## config.mk

```make
export PLATFORM = sky130hd
export DESIGN_NAME = vdc_ctrl
export DESIGN_NICKNAME = d
export VERILOG_FILES = /design/src/logic/vdc_pkg.sv /design/src/logic/vdc_sync.sv /design/src/logic/vdc_ctrl.sv
export VERILOG_INCLUDE_DIRS = /design/src /design/src/logic
export SDC_FILE = /design/constraint.sdc
export NUM_CORES = 1
export LEC_CHECK = 0
export BUFFER_PORTS_ARGS = -buffer_cell sky130_fd_sc_hd__buf_2
export CAP_MARGIN = 10
export CELL_PAD_IN_SITES_DETAIL_PLACEMENT = 0
export CELL_PAD_IN_SITES_GLOBAL_PLACEMENT = 2
export CORE_ASPECT_RATIO = 0.8
export CORE_MARGIN = 10
export CORE_UTILIZATION = 31
export CTS_CLUSTER_DIAMETER = 100
export DETAILED_ROUTE_END_ITERATION = 10
export GPL_TIMING_DRIVEN = 0
export PLACE_DENSITY_LB_ADDON = 0.2
export SLEW_MARGIN = 20
export SYNTH_ARGS = -nofsm -noshare
export SYNTH_HDL_FRONTEND = slang
export SYNTH_SLANG_ARGS = --single-unit
export TNS_END_PERCENT = 20
```

## constraint.sdc

```tcl
create_clock -name aclk -period 2.5 [get_ports aclk]
set_input_delay 0.125 -clock aclk [delete_from_list [all_inputs] [get_ports aclk]]
set_output_delay 0.125 -clock aclk [all_outputs]
set_load 0.05 [all_outputs]
```

## src/logic/vdc_consts.svh

```systemverilog
// timing constants and register map for the video dram controller
`ifndef VDC_CONSTS_SVH
`define VDC_CONSTS_SVH

// clock period in picoseconds (250 MHz)
`define VDC_CLK_PS        4000
// power-up pause, microseconds
`define VDC_T_PWRUP_US    200
`define VDC_PWRUP_CYC     ((`VDC_T_PWRUP_US * 1000000 + `VDC_CLK_PS - 1) / `VDC_CLK_PS)
// init strobe cycles
`define VDC_INIT_CYCLES   8
// minimum times in nanoseconds (slowest grade)
`define VDC_T_RP_NS       60
`define VDC_T_RAS_NS      80
`define VDC_T_CAS_NS      20
`define VDC_T_RAH_NS      15
`define VDC_T_CSR_NS      5
`define VDC_T_OEA_NS      20
`define VDC_T_DH_NS       15
`define VDC_NS2CYC(ns)    (((ns) * 1000 + `VDC_CLK_PS - 1) / `VDC_CLK_PS)

// register byte offsets
`define VDC_REG_CTRL      12'h000
`define VDC_REG_ADDR      12'h004
`define VDC_REG_WDATA     12'h008
`define VDC_REG_MASK      12'h00c
`define VDC_REG_RDATA     12'h010
`define VDC_REG_STAT      12'h014

// ctrl fields: [2:0] command, [3] start, [5:4] byte enables
`define VDC_CTRL_START    3
`define VDC_CTRL_BE_LO    4
`define VDC_CTRL_BE_HI    5
// status fields
`define VDC_STAT_BUSY     0
`define VDC_STAT_INIT     1
`define VDC_STAT_OLDMASK  2

`endif

```

## src/logic/vdc_pkg.sv

```systemverilog
// types for the video dram controller
`default_nettype none
package vdc_pkg;
   typedef enum logic [2:0] {
      VDC_CMD_READ     = 3'h0,
      VDC_CMD_WRITE    = 3'h1,
      VDC_CMD_MWRITE   = 3'h2,
      VDC_CMD_LOADMASK = 3'h3,
      VDC_CMD_REFRESH  = 3'h4,
      VDC_CMD_OPTRST   = 3'h5
   } vdc_cmd_t;

   typedef enum logic [9:0] {
      VDC_ST_PWRUP = 10'h001,
      VDC_ST_INIT  = 10'h002,
      VDC_ST_IDLE  = 10'h004,
      VDC_ST_RAS   = 10'h008,
      VDC_ST_COL   = 10'h010,
      VDC_ST_CAS   = 10'h020,
      VDC_ST_DATA  = 10'h040,
      VDC_ST_HOLD  = 10'h080,
      VDC_ST_PRE   = 10'h100,
      VDC_ST_CBR   = 10'h200
   } vdc_state_t;
endpackage
`default_nettype wire

```

## src/logic/vdc_sync.sv

```systemverilog
// three-stage synchroniser for the data pins read back from the device
`default_nettype none
module vdc_sync
   #(parameter int W = 16)
   (
   input  wire logic         aclk,
   input  wire logic         aresetn,
   input  wire logic [W-1:0] d,
   output logic      [W-1:0] q
   );
   logic [W-1:0] s1_q;
   logic [W-1:0] s2_q;
   logic [W-1:0] s3_q;

   // output only moves once stages two and three agree
   always_ff @(posedge aclk)
   begin
      if (!aresetn)
      begin
         s1_q <= '0;
         s2_q <= '0;
         s3_q <= '0;
         q    <= '0;
      end
      else
      begin
         s1_q <= d;
         s2_q <= s1_q;
         s3_q <= s2_q;
         if (s2_q == s3_q)
            q <= s3_q;
      end
   end
endmodule
`default_nettype wire

```

## src/logic/vdc_ctrl.sv

```systemverilog
// host-side controller driving the random-access port of a video dram
//
// Function
// - wait 200us, eight strobe cycles, transfer pin high
// - init uses eight ras-only cycles; counter refresh only after init
// - read command held past column or row strobe
// - eighteen bits: nine row then nine column
// - row on row-strobe fall, column on column-strobe
// - both strobes high, then row precharge time
// - never abort before minimum strobe widths
// - write enables high throughout means read
// - read data only while output enable low
// - column strobe low before row strobe refreshes
`include "vdc_consts.svh"
`default_nettype none
module vdc_ctrl
   import vdc_pkg::*;
   (
   input  wire logic        aclk,
   input  wire logic        aresetn,
   input  wire logic [11:0] s_axi_awaddr,
   input  wire logic        s_axi_awvalid,
   output logic             s_axi_awready,
   input  wire logic [31:0] s_axi_wdata,
   input  wire logic [3:0]  s_axi_wstrb,
   input  wire logic        s_axi_wvalid,
   output logic             s_axi_wready,
   output logic [1:0]       s_axi_bresp,
   output logic             s_axi_bvalid,
   input  wire logic        s_axi_bready,
   input  wire logic [11:0] s_axi_araddr,
   input  wire logic        s_axi_arvalid,
   output logic             s_axi_arready,
   output logic [31:0]      s_axi_rdata,
   output logic [1:0]       s_axi_rresp,
   output logic             s_axi_rvalid,
   input  wire logic        s_axi_rready,
   output logic             row_strobe_n,
   output logic             col_strobe_n,
   output logic [8:0]       dram_addr,
   output logic             lower_byte_write_enable_n,
   output logic             upper_byte_write_enable_n,
   output logic             transfer_output_enable_n,
   output logic             special_function_select,
   output logic             serial_shift_clock,
   input  wire logic [15:0] data_mask_pins_i,
   output logic [15:0]      data_mask_pins_o,
   output logic             data_mask_pins_oe_n
   );
   // ----------------------------------------------------------------
   // timing counts
   // ----------------------------------------------------------------
   localparam int PWRUP = `VDC_PWRUP_CYC;
   localparam logic [15:0] C_RP  = 16'(`VDC_NS2CYC(`VDC_T_RP_NS));
   localparam logic [15:0] C_RAS = 16'(`VDC_NS2CYC(`VDC_T_RAS_NS));
   localparam logic [15:0] C_CAS = 16'(`VDC_NS2CYC(`VDC_T_CAS_NS));
   localparam logic [15:0] C_RAH = 16'(`VDC_NS2CYC(`VDC_T_RAH_NS));
   localparam logic [15:0] C_CSR = 16'(`VDC_NS2CYC(`VDC_T_CSR_NS));
   localparam logic [15:0] C_OEA = 16'(`VDC_NS2CYC(`VDC_T_OEA_NS));
   localparam logic [15:0] C_DH  = 16'(`VDC_NS2CYC(`VDC_T_DH_NS));

   vdc_state_t  st_q;
   logic [17:0] pwr_q;
   logic [15:0] tmr_q;
   logic [3:0]  icnt_q;
   logic [2:0]  cmd_q;
   logic [17:0] addr_q;
   logic [15:0] wdata_q;
   logic [15:0] mask_q;
   logic [15:0] rdata_q;
   logic [1:0]  be_q;
   logic        start_q;
   logic        oldmask_q;
   logic        aw_q;
   logic        w_q;
   logic [11:0] awaddr_q;
   logic [31:0] wd_q;
   logic [15:0] din;
   logic        busy;
   logic        is_wr;

   vdc_sync #(.W(16)) u_sync
   (
      .aclk    (aclk),
      .aresetn (aresetn),
      .d       (data_mask_pins_i),
      .q       (din)
   );

   assign busy  = (st_q != VDC_ST_IDLE) || start_q;
   assign is_wr = (cmd_q == VDC_CMD_WRITE) || (cmd_q == VDC_CMD_MWRITE);

   // ----------------------------------------------------------------
   // axi4-lite slave
   // ----------------------------------------------------------------
   assign s_axi_awready = !aw_q && !s_axi_bvalid;
   assign s_axi_wready  = !w_q && !s_axi_bvalid;
   assign s_axi_bresp   = 2'h0;
   assign s_axi_arready = !s_axi_rvalid;

   always_ff @(posedge aclk)
   begin
      if (!aresetn)
      begin
         aw_q         <= 1'b0;
         w_q          <= 1'b0;
         awaddr_q     <= 12'h000;
         wd_q         <= 32'h0000_0000;
         s_axi_bvalid <= 1'b0;
      end
      else
      begin
         if (s_axi_awvalid && s_axi_awready)
         begin
            aw_q     <= 1'b1;
            awaddr_q <= s_axi_awaddr;
         end
         if (s_axi_wvalid && s_axi_wready)
         begin
            w_q  <= 1'b1;
            wd_q <= s_axi_wdata;
         end
         if (aw_q && w_q)
         begin
            aw_q         <= 1'b0;
            w_q          <= 1'b0;
            s_axi_bvalid <= 1'b1;
         end
         else if (s_axi_bvalid && s_axi_bready)
            s_axi_bvalid <= 1'b0;
      end
   end

   // register writes; a start while busy is dropped
   always_ff @(posedge aclk)
   begin
      if (!aresetn)
      begin
         cmd_q   <= 3'h0;
         addr_q  <= 18'h00000;
         wdata_q <= 16'h0000;
         mask_q  <= 16'hffff;
         be_q    <= 2'h3;
         start_q <= 1'b0;
      end
      else
      begin
         // refresh commands leave idle through the cbr state
         if (st_q == VDC_ST_RAS || st_q == VDC_ST_CBR)
            start_q <= 1'b0;
         if (aw_q && w_q && s_axi_wstrb != 4'h0)
         begin
            case (awaddr_q)
               `VDC_REG_CTRL:
               begin
                  if (!busy)
                  begin
                     cmd_q   <= wd_q[2:0];
                     be_q    <= wd_q[`VDC_CTRL_BE_HI:`VDC_CTRL_BE_LO];
                     start_q <= wd_q[`VDC_CTRL_START];
                  end
               end
               `VDC_REG_ADDR:  addr_q  <= wd_q[17:0];
               `VDC_REG_WDATA: wdata_q <= wd_q[15:0];
               `VDC_REG_MASK:  mask_q  <= wd_q[15:0];
               default: ;
            endcase
         end
      end
   end

   always_ff @(posedge aclk)
   begin
      if (!aresetn)
      begin
         s_axi_rvalid <= 1'b0;
         s_axi_rdata  <= 32'h0000_0000;
      end
      else if (s_axi_arvalid && s_axi_arready)
      begin
         s_axi_rvalid <= 1'b1;
         case (s_axi_araddr)
            `VDC_REG_CTRL:  s_axi_rdata <= {26'h0, be_q, start_q, cmd_q};
            `VDC_REG_ADDR:  s_axi_rdata <= {14'h0, addr_q};
            `VDC_REG_WDATA: s_axi_rdata <= {16'h0, wdata_q};
            `VDC_REG_MASK:  s_axi_rdata <= {16'h0, mask_q};
            `VDC_REG_RDATA: s_axi_rdata <= {16'h0, rdata_q};
            `VDC_REG_STAT:
               s_axi_rdata <= {29'h0, oldmask_q,
                               st_q != VDC_ST_PWRUP && st_q != VDC_ST_INIT,
                               busy};
            default:        s_axi_rdata <= 32'h0000_0000;
         endcase
      end
      else if (s_axi_rvalid && s_axi_rready)
         s_axi_rvalid <= 1'b0;
   end
   assign s_axi_rresp = (s_axi_rvalid && s_axi_araddr > `VDC_REG_STAT)
                        ? 2'h0 : 2'h0;

   // ----------------------------------------------------------------
   // strobe sequencer
   // ----------------------------------------------------------------
   // each state but power-up and idle holds its pins for tmr_q cycles; widths never cut short
   always_ff @(posedge aclk)
   begin
      if (!aresetn)
      begin
         st_q    <= VDC_ST_PWRUP;
         pwr_q   <= 18'h00000;
         tmr_q   <= 16'h0000;
         icnt_q  <= 4'h0;
         rdata_q <= 16'h0000;
      end
      else
      begin
         if (tmr_q != 16'h0000)
            tmr_q <= tmr_q - 16'h0001;
         case (st_q)
            VDC_ST_PWRUP:
            begin
               pwr_q <= pwr_q + 18'h00001;
               if (pwr_q == 18'(PWRUP - 1))
               begin
                  st_q  <= VDC_ST_INIT;
                  tmr_q <= C_RP;
               end
            end
            VDC_ST_INIT:
            begin
               // ras-only init; counter refresh only after init
               if (tmr_q == 16'h0000)
               begin
                  if (row_strobe_n && icnt_q == 4'(`VDC_INIT_CYCLES))
                     st_q <= VDC_ST_IDLE;
                  else
                  begin
                     tmr_q <= row_strobe_n ? C_RAS : C_RP;
                     if (row_strobe_n)
                        icnt_q <= icnt_q + 4'h1;
                  end
               end
            end
            VDC_ST_IDLE:
               if (start_q)
               begin
                  tmr_q <= (cmd_q == VDC_CMD_REFRESH ||
                            cmd_q == VDC_CMD_OPTRST) ? C_CSR : C_RAH;
                  st_q  <= (cmd_q == VDC_CMD_REFRESH ||
                            cmd_q == VDC_CMD_OPTRST) ? VDC_ST_CBR
                                                     : VDC_ST_RAS;
               end
            VDC_ST_CBR:
               if (tmr_q == 16'h0000)
               begin
                  st_q  <= VDC_ST_HOLD;
                  tmr_q <= C_RAS;
               end
            VDC_ST_RAS:
               if (tmr_q == 16'h0000)
               begin
                  st_q  <= VDC_ST_COL;
                  tmr_q <= 16'h0001;
               end
            VDC_ST_COL:
               if (tmr_q == 16'h0000)
               begin
                  st_q  <= VDC_ST_CAS;
                  tmr_q <= C_RAS > C_OEA ? C_RAS : C_OEA;
               end
            VDC_ST_CAS:
               if (tmr_q == 16'h0000)
               begin
                  if (cmd_q == VDC_CMD_READ)
                     rdata_q <= din;
                  st_q  <= VDC_ST_DATA;
                  tmr_q <= C_DH;
               end
            VDC_ST_DATA:
               if (tmr_q == 16'h0000)
               begin
                  st_q  <= VDC_ST_PRE;
                  tmr_q <= C_RP;
               end
            VDC_ST_HOLD:
               if (tmr_q == 16'h0000)
               begin
                  st_q  <= VDC_ST_PRE;
                  tmr_q <= C_RP;
               end
            VDC_ST_PRE:
               if (tmr_q == 16'h0000)
                  st_q <= VDC_ST_IDLE;
            default:
               st_q <= VDC_ST_IDLE;
         endcase
      end
   end

   // mask mode tracker mirrors the device
   always_ff @(posedge aclk)
   begin
      if (!aresetn)
         oldmask_q <= 1'b0;
      else if (st_q == VDC_ST_RAS && tmr_q == C_RAH
               && cmd_q == VDC_CMD_LOADMASK)
         oldmask_q <= 1'b1;
      else if (st_q == VDC_ST_CBR && cmd_q == VDC_CMD_OPTRST)
         oldmask_q <= 1'b0;
   end

   // ----------------------------------------------------------------
   // pin drive
   // ----------------------------------------------------------------
   always_ff @(posedge aclk)
   begin
      if (!aresetn)
      begin
         row_strobe_n              <= 1'b1;
         col_strobe_n              <= 1'b1;
         dram_addr                 <= 9'h000;
         lower_byte_write_enable_n <= 1'b1;
         upper_byte_write_enable_n <= 1'b1;
         transfer_output_enable_n  <= 1'b1;
         special_function_select   <= 1'b0;
         serial_shift_clock        <= 1'b0;
         data_mask_pins_o          <= 16'h0000;
         data_mask_pins_oe_n       <= 1'b1;
      end
      else
      begin
         serial_shift_clock <= 1'b0;
         case (st_q)
            VDC_ST_INIT:
            begin
               transfer_output_enable_n <= 1'b1;
               if (tmr_q == 16'h0000 && !(row_strobe_n &&
                   icnt_q == 4'(`VDC_INIT_CYCLES)))
                  row_strobe_n <= !row_strobe_n;
               serial_shift_clock <= !row_strobe_n;
            end
            VDC_ST_IDLE:
            begin
               // row address settles a cycle ahead of the row strobe fall
               dram_addr <= addr_q[17:9];
               if (start_q)
               begin
                  if (cmd_q == VDC_CMD_REFRESH || cmd_q == VDC_CMD_OPTRST)
                  begin
                     col_strobe_n            <= 1'b0;
                     special_function_select <= cmd_q == VDC_CMD_REFRESH;
                  end
                  else
                  begin
                     row_strobe_n <= 1'b0;
                     // masked write: enables low, select low
                     lower_byte_write_enable_n <= cmd_q != VDC_CMD_MWRITE;
                     upper_byte_write_enable_n <= cmd_q != VDC_CMD_MWRITE;
                     special_function_select   <= cmd_q == VDC_CMD_LOADMASK;
                     data_mask_pins_o          <= mask_q;
                     data_mask_pins_oe_n <= cmd_q != VDC_CMD_MWRITE
                                            || oldmask_q;
                  end
               end
            end
            VDC_ST_CBR:
               if (tmr_q == 16'h0000)
                  row_strobe_n <= 1'b0;
            VDC_ST_RAS:
               if (tmr_q == 16'h0000)
               begin
                  dram_addr               <= addr_q[8:0];
                  special_function_select <= 1'b0;
                  data_mask_pins_oe_n     <= 1'b1;
                  // early write: enables down before column fall
                  lower_byte_write_enable_n <= !(is_wr || cmd_q ==
                                    VDC_CMD_LOADMASK) || !be_q[0];
                  upper_byte_write_enable_n <= !(is_wr || cmd_q ==
                                    VDC_CMD_LOADMASK) || !be_q[1];
                  data_mask_pins_o <= cmd_q == VDC_CMD_LOADMASK ? mask_q
                                                                : wdata_q;
               end
            VDC_ST_COL:
            begin
               col_strobe_n <= 1'b0;
               transfer_output_enable_n <= cmd_q != VDC_CMD_READ;
               data_mask_pins_oe_n <= cmd_q == VDC_CMD_READ;
            end
            VDC_ST_DATA:
               if (tmr_q == 16'h0000)
               begin
                  row_strobe_n              <= 1'b1;
                  col_strobe_n              <= 1'b1;
                  lower_byte_write_enable_n <= 1'b1;
                  upper_byte_write_enable_n <= 1'b1;
                  transfer_output_enable_n  <= 1'b1;
                  data_mask_pins_oe_n       <= 1'b1;
               end
            VDC_ST_HOLD:
               if (tmr_q == 16'h0000)
               begin
                  row_strobe_n            <= 1'b1;
                  col_strobe_n            <= 1'b1;
                  special_function_select <= 1'b0;
               end
            default: ;
         endcase
      end
   end
endmodule
`default_nettype wire

```

# Word-level counts from Yosys, hierarchy flattened
# Cells that the tools add are included.
# Widths: inputs -> output; s select.
dict set report totals {
  latchBits 0
  n_memories 0
  output_inout_bits 74
  reg_bits 284
  inputBits 83
  ram_bits 0
  mem_bits_ro 0
}
dict set report op_classes {
  add_sub_neg 3
  reduce_logical 70
  div_mod_pow 0
  multipliers 0
  mux 64
  n_shift 0
  magnitude_cmp 0
  n_bitwise 3
  eq_ne 47
}
# op n
set op_table {}
lappend op_table {{$mux 16} 13}
lappend op_table {{$pmux 16 s7} 1}
lappend op_table {{$mux 10} 11}
lappend op_table {{$pmux 18 s6} 1}
lappend op_table {{$pmux 10 s9} 1}
lappend op_table {{$eq 12x4->1 const B} 4}
lappend op_table {{$pmux 16 s2} 1}
lappend op_table {{$ne 2x2->1 const B} 13}
lappend op_table {{$mux 1} 25}
lappend op_table {{$eq 12x3->1 const B} 2}
lappend op_table {{$eq 12x5->1 const B} 2}
lappend op_table {{$logic_not 12->1} 2}
lappend op_table {{$add 18x1->18 const B} 1}
lappend op_table {{$eq 18x16->1 const B} 1}
lappend op_table {{$pmux 9 s2} 1}
lappend op_table {{$eq 16x16->1} 1}
lappend op_table {{$eq 16x3->1 const B} 1}
lappend op_table {{$logic_not 16->1} 1}
lappend op_table {{$reduce_and 4->1} 4}
lappend op_table {{$reduce_bool 16->1} 1}
lappend op_table {{$sub 16x1->16 const B} 1}
lappend op_table {{$logic_and 1x1->1} 15}
lappend op_table {{$pmux 1 s3} 5}
lappend op_table {{$reduce_bool 3->1} 5}
lappend op_table {{37 further kinds} 74}

# Longest topological paths before layout
# Gate-level depths: netlist of the first run.
dict set report depth {
  ltp_word 7
  depth_mapped 12
  depth_no_buf 11
}

# Modules after synthesis
# A second synthesis of the first run with hierarchy kept.
dict set report unflattened {
  hier_cells 1333
  area_unflattened_um2 11631.2
}
# mod instances cells_per_inst area_each_um2
set by_module_without_submodules {}
lappend by_module_without_submodules {vdc_ctrl 1 1142 9537.9}
lappend by_module_without_submodules {vdc_sync 1 191 2093.3}

# Least setup slack after synthesis of the first run
# OpenSTA, ideal clock, no wires.
dict set report synth_timing {
  path_kind {register to register}
  from {register tmr_q[0]}
  to {register tmr_q[0]}
  arrival_ps 2579
  path_stages_with_launch 13
  setup_slack_ps -149
  setup_time_ps 70
  n_path_buf 1
  synth_period_minus_slack_ps 2649
  cell_sequence {dfxtp_1 inv_1 ha_1 or3b_2 nor4_1 inv_1 buf_2 ha_1 o21ai_0 nor2_1 a211oi_1 nor3_1 a21oi_1}
}
dict set report synth_via {
  elab_chain_len 5
  elab_cells_between_ends 13
  cone_classes {1 x add/sub; 10 x mux; 2 x reduce/logical}
}
# element line
set synth_lines {}
lappend synth_lines {{start: declaration} vdc_ctrl.sv:64} ;# logic [15:0] tmr_q;
lappend synth_lines {{start signal: assignment} vdc_ctrl.sv:218} ;# tmr_q <= tmr_q - 16'h0001;
lappend synth_lines {{start signal: assignment} vdc_ctrl.sv:238} ;# tmr_q <= row_strobe_n ? C_RAS : C_RP;
lappend synth_lines {{start signal: assignment} vdc_ctrl.sv:247} ;# tmr_q <= (cmd_q == VDC_CMD_REFRESH ||
lappend synth_lines {{$sub 16x1->16 / $reduce_bool 16->1 (equally long branches)} {vdc_ctrl.sv:218, vdc_ctrl.sv:217}}
lappend synth_lines {{$mux 16} vdc_ctrl.sv:217} ;# if (tmr_q != 16'h0000)
lappend synth_lines {{$mux 16} vdc_ctrl.sv:234} ;# if (row_strobe_n && icnt_q == 4'(`VDC_INIT_CYCLES))
lappend synth_lines {{$mux 16} vdc_ctrl.sv:232} ;# if (tmr_q == 16'h0000)
lappend synth_lines {{$pmux 16 s7 (*)} vdc_ctrl.sv:219} ;# case (st_q)
# Mark *: on every way between the ends. The rest lies on a longest branch, timed or not.
# A chain may end at the register's enable or synchronous reset.

# Worst setup path after layout of the first run
dict set report layout_timing {
  from {register st_q[2]}
  to {register data_mask_pins_o[3]}
}
dict set report layout_via {
  elab_chain_len 3
  elab_cells_between_ends 8
  cone_classes {5 x eq/ne; 1 x mux; 2 x reduce/logical}
}
# element line
set layout_lines {}
lappend layout_lines {{start: declaration} vdc_ctrl.sv:62} ;# vdc_state_t st_q;
lappend layout_lines {{start signal: assignment} vdc_ctrl.sv:249} ;# st_q <= (cmd_q == VDC_CMD_REFRESH ||
lappend layout_lines {{$eq 10x3->1 / $eq 10x4->1 (equally long branches)} vdc_ctrl.sv:333} ;# case (st_q)
lappend layout_lines {{$ne 2x2->1 (no source line) / $reduce_bool 2->1 (equally long branches)} -}
lappend layout_lines {{$reduce_and 4->1 (no source line)} -}
lappend layout_lines {{end signal: assignment} vdc_ctrl.sv:360} ;# data_mask_pins_o <= mask_q;
lappend layout_lines {{end signal: assignment} vdc_ctrl.sv:380} ;# data_mask_pins_o <= cmd_q == VDC_CMD_LOADMASK ? mask_q
lappend layout_lines {{end: declaration} vdc_ctrl.sv:47} ;# output logic [15:0] data_mask_pins_o,
# Several ways; a longest one is shown, not always the timed one.

==> reports/qor.json, run 1 <==
{
  "maximum_number_of_pins_on_one_net_before_global_route_repair": {"value": 16},
  "gp_congestion": {"value": 0.8507},
  "worstPathBufferInverterCount": {"value": 5},
  "setup_viol": {"value": 27},
  "synth_largest_area_cell": {"value": "sky130_fd_sc_hd__dfxtp_1"},
  "finalHoldViolCount": {"value": 0},
  "final_layout_size_suffix_gt1_share": {"value": 19.10, "unit": "%"},
  "slew_violations": {"value": 0},
  "min-delay-start": {"value": "s_axi_araddr[11]"},
  "area_of_the_core_region": {"value": 36970, "unit": "um2"},
  "vias_in_the_first_global_route": {"value": 10083},
  "hold_depth": {"value": 4},
  "min_delay_worst_endpoint": {"value": "s_axi_rdata[3]"},
  "highest_count_cells_in_the_layout_ignoring_fill_and_taps": {"value": "286 x sky130_fd_sc_hd__nand2_1, 264 x sky130_fd_sc_hd__dfxtp_1, 125 x sky130_fd_sc_hd__nor2_1, 123 x sky130_fd_sc_hd__buf_2, 101 x sky130_fd_sc_hd__a21oi_1"},
  "largest_stage_delay_worst_path": {"value": 0.53, "unit": "ns"},
  "power-per-cell-area": {"value": 871.2, "unit": "nW/um2"},
  "worst-endpoint-required": {"value": 2.97, "unit": "ns"},
  "floorplan.io_pins": {"value": 157},
  "synth_enable_flop_cells": {"value": 0},
  "achievable-frequency": {"value": 388.3, "unit": "MHz"},
  "clock_slew_at_the_register_clock_pins_of_the_worst_setup_and_hold_paths": {"value": 0.06, "unit": "ns"},
  "synthTopCellsByArea": {"value": "sky130_fd_sc_hd__dfxtp_1 47%, sky130_fd_sc_hd__nand2_1 9.3%, sky130_fd_sc_hd__a21oi_1 4.4%"},
  "vias_per_cell": {"value": 4.910},
  "worstMarginPinSlew": {"value": 1.136, "unit": "ns"},
  "initial_core_util": {"value": 31.36, "unit": "%"},
  "final_period_minus_worst_setup_slack": {"value": 2.575, "unit": "ns"},
  "start_kind": {"value": "register"},
  "chipWidth": {"value": 236.2, "unit": "um"},
  "outcome": {"value": "finished with violations"},
  "floorplan.die_area": {"value": 45580, "unit": "um2"},
  "synth_top_cell_area_share": {"value": 46.62, "unit": "%"},
  "synthToLayoutAreaGrowth": {"value": 29.82, "unit": "%"},
  "placed_cell_area": {"value": 12900, "unit": "um2"},
  "synth_seq_area_share": {"value": 46.62, "unit": "%"},
  "worst-setup-path-type": {"value": "reg2reg"},
  "max_cap_violations": {"value": 0},
  "reg_to_reg_start": {"value": "st_q[2]"},
  "syn-instance-count": {"value": 1380},
  "synthDistinctLibCells": {"value": 66},
  "asyncSetResetFlopFracSynth": {"value": 0, "unit": "%"},
  "sequence_of_cells_on_the_critical_path": {"value": "clkbuf_2, or4b_4, or3_4, buf_6, o21ai_4, and2_4, buf_8, buf_6, buf_8, nor2_1, a311oi_2"},
  "worst_hold_path_type": {"value": "in2reg"},
  "dr_total_vias": {"value": 10493},
  "globalRouteTotalUtil": {"value": 17.49, "unit": "%"},
  "std_cell_rows": {"value": 63},
  "cts.sinks": {"value": 270},
  "initial_antenna_violation_count": {"value": 1},
  "clk_latency": {"value": 0.58, "unit": "ns"},
  "primary_ff_master_synth": {"value": "sky130_fd_sc_hd__dfxtp_1"},
  "detail-route-antenna-nets": {"value": 0},
  "synth_register_bits": {"value": 270},
  "syn-cell-area": {"value": 11590, "unit": "um2"},
  "worst_ep_arrival_time": {"value": 3.05, "unit": "ns"},
  "finish.net_count": {"value": 1719},
  "nFillCells": {"value": 3788},
  "worst_relative_slew_slack": {"value": 24.24, "unit": "%"},
  "violations": {"value": "setup timing"},
  "grt_setup_unrepaired": {"value": "yes"},
  "drt_first_iter_violations": {"value": 837},
  "rr_endpoint": {"value": "data_mask_pins_o[3]"},
  "layout.core_utilization": {"value": 40.71, "unit": "%"},
  "cts_buffer_depth": {"value": 3},
  "h-tree-depth": {"value": 1},
  "cp_max_fo": {"value": 10},
  "synth_area_per_cell": {"value": 8.401, "unit": "um2"},
  "worstRegToRegCells": {"value": 11},
  "port_buffers": {"value": 123},
  "drc": {"value": 0},
  "clock-skew-final": {"value": 0.02222, "unit": "ns"},
  "ir_worst_vdd": {"value": 513.3, "unit": "uV"},
  "tritoncts.num_buffers": {"value": 30},
  "global_route.overflow_total": {"value": 0},
  "fp.dieH": {"value": 193.0, "unit": "um"},
  "clk_root_buffer_cell": {"value": "sky130_fd_sc_hd__clkbuf_16"},
  "slowest_stage": {"value": "sky130_fd_sc_hd__or4b_4"},
  "critPathTopFamily": {"value": "simple AND/OR/NAND/NOR gates"},
  "layout_commonest_cell": {"value": "sky130_fd_sc_hd__nand2_1"},
  "ff2ff_setup_slack": {"value": -0.08, "unit": "ns"},
  "routedWlPerCell": {"value": 19.32, "unit": "um"},
  "layout_worst_path_cycle_share": {"value": 103.0, "unit": "%"},
  "final_critical_path_setup_slack": {"value": -0.07517, "unit": "ns"},
  "drt-pass1-iter-count": {"value": 5},
  "detailedPlacementHpwl": {"value": 30.64, "unit": "mm"},
  "tritoncts_clock_tree": {"value": "built"},
  "p_total": {"value": 13.11, "unit": "mW"},
  "routed_wire_length": {"value": 41.29, "unit": "mm"},
  "critPathCaptureType": {"value": "register"},
  "leakagePower": {"value": 5.866, "unit": "nW"},
  "grt_pass1_wl": {"value": 62.24, "unit": "mm"},
  "yosys_warnings": {"value": 0},
  "final_cell_area": {"value": 15050, "unit": "um2"}
}
[synth_stat cells, drive strengths merged (3+ instances only)]
| library cell | number |
|---|---|
| dfxtp | 270 |
| and2 | 54 |
| buf | 37 |
| nor4 | 15 |
| a211oi | 7 |
| ha | 6 |
| nand3 | 53 |
| a21oi | 101 |
| or3 | 13 |
| and3 | 11 |
| o41ai | 3 |
| a22oi | 9 |
| a31oi | 4 |
| o211a | 9 |
| a21boi | 17 |
| xnor2 | 30 |
| o211ai | 3 |
| clkbuf | 70 |
| or4 | 13 |
| nand4 | 10 |
| nor2 | 125 |
| o31ai | 4 |
| nor2b | 10 |
| inv | 13 |
| o21ai | 37 |
| nor4b | 5 |
| nor3b | 3 |
| a221oi | 14 |
| nor3 | 21 |
| nand3b | 4 |
| or4b | 4 |
| xor2 | 21 |
| mux2i | 37 |
| a311oi | 22 |
| nand2 | 287 |
| nand2b | 10 |
| and4 | 3 |
[sequential cells by signal, indices dropped and copies added, names as in the netlist, 10 cells and up]
signal,flops
addr_q,18
awaddr_q,12
data_mask_pins_o,16
mask_q,16
pwr_q,18
rdata_q,16
s_axi_rdata,18
st_q,10
tmr_q,16
u_sync.q,16
u_sync.s1_q,16
u_sync.s2_q,16
u_sync.s3_q,16
wd_q,18
wdata_q,16
[cell families after synthesis]
| logic type | synth area share [%] |
|---|---|
| fa+ha+maj | 0.6475 |
| compound gates | 14.12 |
| flops | 46.62 |
| mux | 3.583 |
| xor+xnor | 3.853 |
| other cells | 0.03235 |
| buf+inv | 4.802 |
| simple gates | 26.34 |
[per-layer routing]
metal | GRT usage (%) | share of wire [%] | up-vias
li1 | - | - | 5219
met1 | 25.75 | 51 | 4953
met2 | 25.69 | 41 | 275
met3 | 3.738 | 6.0 | 46
met4 | 3.595 | 1.7 | 0
met5 | 0 | 0 | -
[worst reg2reg max path: stages (launching register included)]
cell and delay, ns:
sky130_fd_sc_hd__dfxtp_1 0.32, sky130_fd_sc_hd__clkbuf_2 0.20, sky130_fd_sc_hd__or4b_4 0.53, sky130_fd_sc_hd__or3_4 0.38
sky130_fd_sc_hd__buf_6 0.13, sky130_fd_sc_hd__o21ai_4 0.14, sky130_fd_sc_hd__and2_4 0.16, sky130_fd_sc_hd__buf_8 0.14
sky130_fd_sc_hd__buf_6 0.11, sky130_fd_sc_hd__buf_8 0.10, sky130_fd_sc_hd__nor2_1 0.05, sky130_fd_sc_hd__a311oi_2 0.21
[per-stage QoR]
stage               worst slack (ns)  hold WS (ns)  instances  TNS [ns]
floorplan                   -0.01873        0.2240       1397   -0.1683
global placement             -0.8303        0.3106       2007    -57.98
detailed placement           -0.7470        0.3229       2007    -53.81
CTS                         -0.09098       0.04924       2133   -0.8127
global route                 -0.1765       0.09315       2137    -6.830
finish                      -0.07517       0.07863       2137    -1.001
[report_power, final]
group	internal, mW	switching, mW	leakage [nW]	total, mW
combinational	1.77	2.21	3.20	3.98
clock	2.50	1.82	0.465	4.32
sequential	4.56	0.246	2.20	4.81
[layout make-up]
class                      count  area, um2  share of cell area [%]
sequential                   270       5415                   35.98
inverter                      13      51.30                  0.3408
tap                          487      609.3                   4.049
timing repair buffer         209       1459                   9.693
antenna                        1      2.502                 0.01663
multi-input combinational   1007       5974                   39.70
buffer                        99      588.1                   3.907
clock buffer                  44      873.3                   5.803
clock inverter                 7      77.57                  0.5154
[repair_timing]
item,in CTS,in global routing
resized for setup,93,16
setup endpoints to repair,145,116
hold endpoints to repair,48,0
buffers inserted,28,3
gates cloned,1,0
pin swaps,19,4
hold buffers,54,0
[how the worst max path moves through the flow]
| stage | start | end | slack, ns | cells after the start |
|---|---|---|---|---|
| 2_1_floorplan | st_q[5] | data_mask_pins_o[1] | -0.02 | 11 |
| 3_3_place_gp | tmr_q[0] | tmr_q[9] | -0.83 | 9 |
| 3_5_place_dp | tmr_q[0] | tmr_q[9] | -0.75 | 9 |
| 4_1_cts | tmr_q[11] | tmr_q[0] | -0.09 | 11 |
| 5_1_grt | tmr_q[11] | tmr_q[11] | -0.18 | 9 |
| 6_report | st_q[2] | data_mask_pins_o[3] | -0.08 | 11 |
Power figures use the tool's default switching activity.
==> run 2: changes to the inputs <==
- BUFFER_PORTS_ARGS: -buffer_cell sky130_fd_sc_hd__buf_2 -> not set
- CORE_UTILIZATION: 31 -> 34
- DONT_BUFFER_PORTS: not set -> 1
==> run 2 against run 1 <==
Compared with the run above: die area fell by 8.0%; clock skew is 0.0061 ns lower; total power is 3.4% lower; final area fell by 4.9%; sequential share of layout area grew 1.9 points; final cell count is 8.5% lower; register-to-register slack better by 0.05 ns; the run still ends with setup timing left; global-route usage grew 1.2 points; sequential cell count stayed put.
==> reports/qor.json, run 2 (synthesized netlist as in run 1, its figures left out) <==
{
  "drc": {"value": 0, "change": "unchanged"},
  "floorplan.die_area": {"value": 41930, "unit": "um2", "change": "-8.0%"},
  "vias_per_cell": {"value": 5.141, "change": "+4.7%"},
  "rr_endpoint": {"value": "tmr_q[0]"},
  "initial_antenna_violation_count": {"value": 3, "change": "+2"},
  "grt_pass1_wl": {"value": 60.28, "unit": "mm", "change": "-3.2%"},
  "floorplan.io_pins": {"value": 157, "change": "unchanged"},
  "worstPathBufferInverterCount": {"value": 3, "change": "-2"},
  "drt_first_iter_violations": {"value": 736, "change": "-12%"},
  "leakagePower": {"value": 5.282, "unit": "nW", "change": "-9.9%"},
  "dr_total_vias": {"value": 10055, "change": "-4.2%"},
  "worst_hold_path_type": {"value": "in2reg"},
  "area_of_the_core_region": {"value": 33630, "unit": "um2", "change": "-9.0%"},
  "grt_setup_unrepaired": {"value": "yes"},
  "finalHoldViolCount": {"value": 0, "change": "unchanged"},
  "detailedPlacementHpwl": {"value": 29.75, "unit": "mm", "change": "-2.9%"},
  "synthToLayoutAreaGrowth": {"value": 23.48, "unit": "%"},
  "global_route.overflow_total": {"value": 0, "change": "unchanged"},
  "cts_buffer_depth": {"value": 3, "change": "unchanged"},
  "clk_latency": {"value": 0.57, "unit": "ns", "change": "about the same"},
  "initial_core_util": {"value": 34.47, "unit": "%", "change": "+3.1 points"},
  "clock_slew_at_the_register_clock_pins_of_the_worst_setup_and_hold_paths": {"value": 0.06, "unit": "ns", "change": "about the same"},
  "final_layout_size_suffix_gt1_share": {"value": 12.64, "unit": "%", "change": "-6.5 points"},
  "slew_violations": {"value": 0, "change": "unchanged"},
  "power-per-cell-area": {"value": 885.0, "unit": "nW/um2", "change": "+1.6%"},
  "worstRegToRegCells": {"value": 11, "change": "unchanged"},
  "violations": {"value": "setup timing"},
  "routed_wire_length": {"value": 40.18, "unit": "mm", "change": "-2.7%"},
  "critPathCaptureType": {"value": "register"},
  "ir_worst_vdd": {"value": 516.8, "unit": "uV", "change": "+0.69%"},
  "hold_depth": {"value": 3, "change": "-1"},
  "layout_worst_path_cycle_share": {"value": 101.2, "unit": "%", "change": "-1.8 points"},
  "critical_path_depth": {"value": 11, "change": "unchanged"},
  "port_buffers": {"value": 0, "change": "-100%"},
  "routedWlPerCell": {"value": 20.54, "unit": "um", "change": "+6.3%"},
  "gp_congestion": {"value": 0.8581, "change": "+0.87%"},
  "cp_max_fo": {"value": 11, "change": "+1"},
  "worstMarginPinSlew": {"value": 1.011, "unit": "ns", "change": "-0.1257 ns"},
  "critPathTopFamily": {"value": "simple AND/OR/NAND/NOR gates"},
  "worst_ep_arrival_time": {"value": 3.01, "unit": "ns", "change": "-0.04 ns"},
  "min_delay_worst_endpoint": {"value": "s_axi_rdata[2]"},
  "slowest_stage": {"value": "sky130_fd_sc_hd__or4_4"},
  "detail-route-antenna-nets": {"value": 0, "change": "unchanged"},
  "vias_in_the_first_global_route": {"value": 9654, "change": "-4.3%"},
  "globalRouteTotalUtil": {"value": 18.68, "unit": "%", "change": "+1.2 points"},
  "ff2ff_setup_slack": {"value": -0.03, "unit": "ns", "change": "+0.05 ns"},
  "maximum_number_of_pins_on_one_net_before_global_route_repair": {"value": 15, "change": "-1"},
  "layout_commonest_cell": {"value": "sky130_fd_sc_hd__nand2_1"},
  "start_kind": {"value": "register"},
  "chipWidth": {"value": 226.5, "unit": "um", "change": "-4.1%"},
  "final_period_minus_worst_setup_slack": {"value": 2.530, "unit": "ns", "change": "-0.04553 ns"},
  "sequence_of_cells_on_the_critical_path": {"value": "or4_4, nor4_4, buf_4, inv_2, buf_8, ha_1, o21ai_1, nor2_1, a211oi_2, nor3_1, a21oi_1"},
  "largest_stage_delay_worst_path": {"value": 0.57, "unit": "ns", "change": "+0.04 ns"},
  "clk_root_buffer_cell": {"value": "sky130_fd_sc_hd__clkbuf_16"},
  "outcome": {"value": "finished with violations"},
  "fp.dieH": {"value": 185.2, "unit": "um", "change": "-4.0%"},
  "highest_count_cells_in_the_layout_ignoring_fill_and_taps": {"value": "286 x sky130_fd_sc_hd__nand2_1, 263 x sky130_fd_sc_hd__dfxtp_1, 122 x sky130_fd_sc_hd__nor2_1, 101 x sky130_fd_sc_hd__a21oi_1, 58 x sky130_fd_sc_hd__dlygate4sd3_1"},
  "setup_tns": {"value": -0.02964, "unit": "ns", "change": "+0.9709 ns"},
  "worst-setup-path-type": {"value": "reg2reg"},
  "max_cap_violations": {"value": 0, "change": "unchanged"},
  "worst-endpoint-required": {"value": 2.98, "unit": "ns", "change": "about the same"},
  "achievable-frequency": {"value": 395.3, "unit": "MHz", "change": "+1.8%"},
  "tritoncts_clock_tree": {"value": "built"},
  "cts.sinks": {"value": 270, "change": "unchanged"},
  "drt-pass1-iter-count": {"value": 5, "change": "unchanged"},
  "h-tree-depth": {"value": 1, "change": "unchanged"},
  "setup_viol": {"value": 1, "change": "-96%"},
  "std_cell_rows": {"value": 60, "change": "-4.8%"},
  "final_critical_path_setup_slack": {"value": -0.02964, "unit": "ns", "change": "+0.04553 ns"},
  "worst_relative_slew_slack": {"value": 32.62, "unit": "%", "change": "+8.4 points"},
  "clock-skew-final": {"value": 0.01610, "unit": "ns", "change": "-0.006120 ns"},
  "place_ws": {"value": -0.8451, "unit": "ns", "change": "-0.09806 ns"},
  "finish.net_count": {"value": 1589, "change": "-7.6%"},
  "reg_to_reg_start": {"value": "tmr_q[10]"},
  "tritoncts.num_buffers": {"value": 29, "change": "-3.3%"},
  "min-delay-start": {"value": "s_axi_araddr[4]"}
}
## run 2: metal layers
metal,vias to the layer above,global-route usage [%],routed length (um)
met4,2,4.634,852
met1,4746,27.48,19720
li1,4956,-,-
met3,49,3.699,2732
met2,302,27.08,16860
met5,-,0,9
## run 2: timing repair
item                                    in CTS  in global routing
pin swaps                                   19                 19
setup buffers                               10                 14
hold buffers                                58                  0
endpoints found under the hold margin       54                  0
resized for setup                           76                 46
cloned                                       1                  0
endpoints found under the setup margin     155                123
## run 2: per-stage QoR
step	hold slack (ns)	cell area, um2	total power, mW	utilization (%)	instances
2_1_floorplan	0.2240	11680	7.107	-	1397
3_3_place_gp	0.2259	12220	7.875	36.34	1831
3_5_place_dp	0.2333	12220	7.860	36.34	1831
4_1_cts	0.02682	14090	12.54	41.89	1944
5_1_grt	0.04467	14310	13.33	42.56	1955
6_report	0.06501	14320	12.67	42.57	1956
## run 2: power breakdown
part / internal (mW) / switching [mW]
Sequential: 4.56 / 0.401
Combinational: 1.46 / 1.97
Clock: 2.50 / 1.77
Total: 8.53 / 4.14
## run 2: final cells by class
class / instances / area [um2]
clock inverter: 8 / 96.34
tap: 434 / 543.0
fill: 3397 / 19320
timing repair buffer: 83 / 792.0
clock buffer: 42 / 834.6
antenna: 3 / 7.507
buffer: 96 / 556.8
sequential: 270 / 5416
multi-input combinational: 1007 / 6021
inverter: 13 / 48.80
## run 2: worst max path at each step
| stage | slack [ns] | from | endpoint |
|---|---|---|---|
| after floorplan | -0.02 | st_q[5] | data_mask_pins_o[1] |
| after global placement | -0.87 | tmr_q[0] | tmr_q[6] |
| after detailed placement | -0.85 | tmr_q[0] | tmr_q[6] |
| after CTS | -0.12 | st_q[4] | upper_byte_write_enable_n |
| after global routing | -0.19 | tmr_q[0] | tmr_q[0] |
| final | -0.03 | tmr_q[10] | tmr_q[0] |
## run 2: worst min-delay path, stage by stage
cell,delay (ns)
sky130_fd_sc_hd__and3_1,0.18
sky130_fd_sc_hd__a22oi_1,0.17
sky130_fd_sc_hd__a31oi_1,0.10
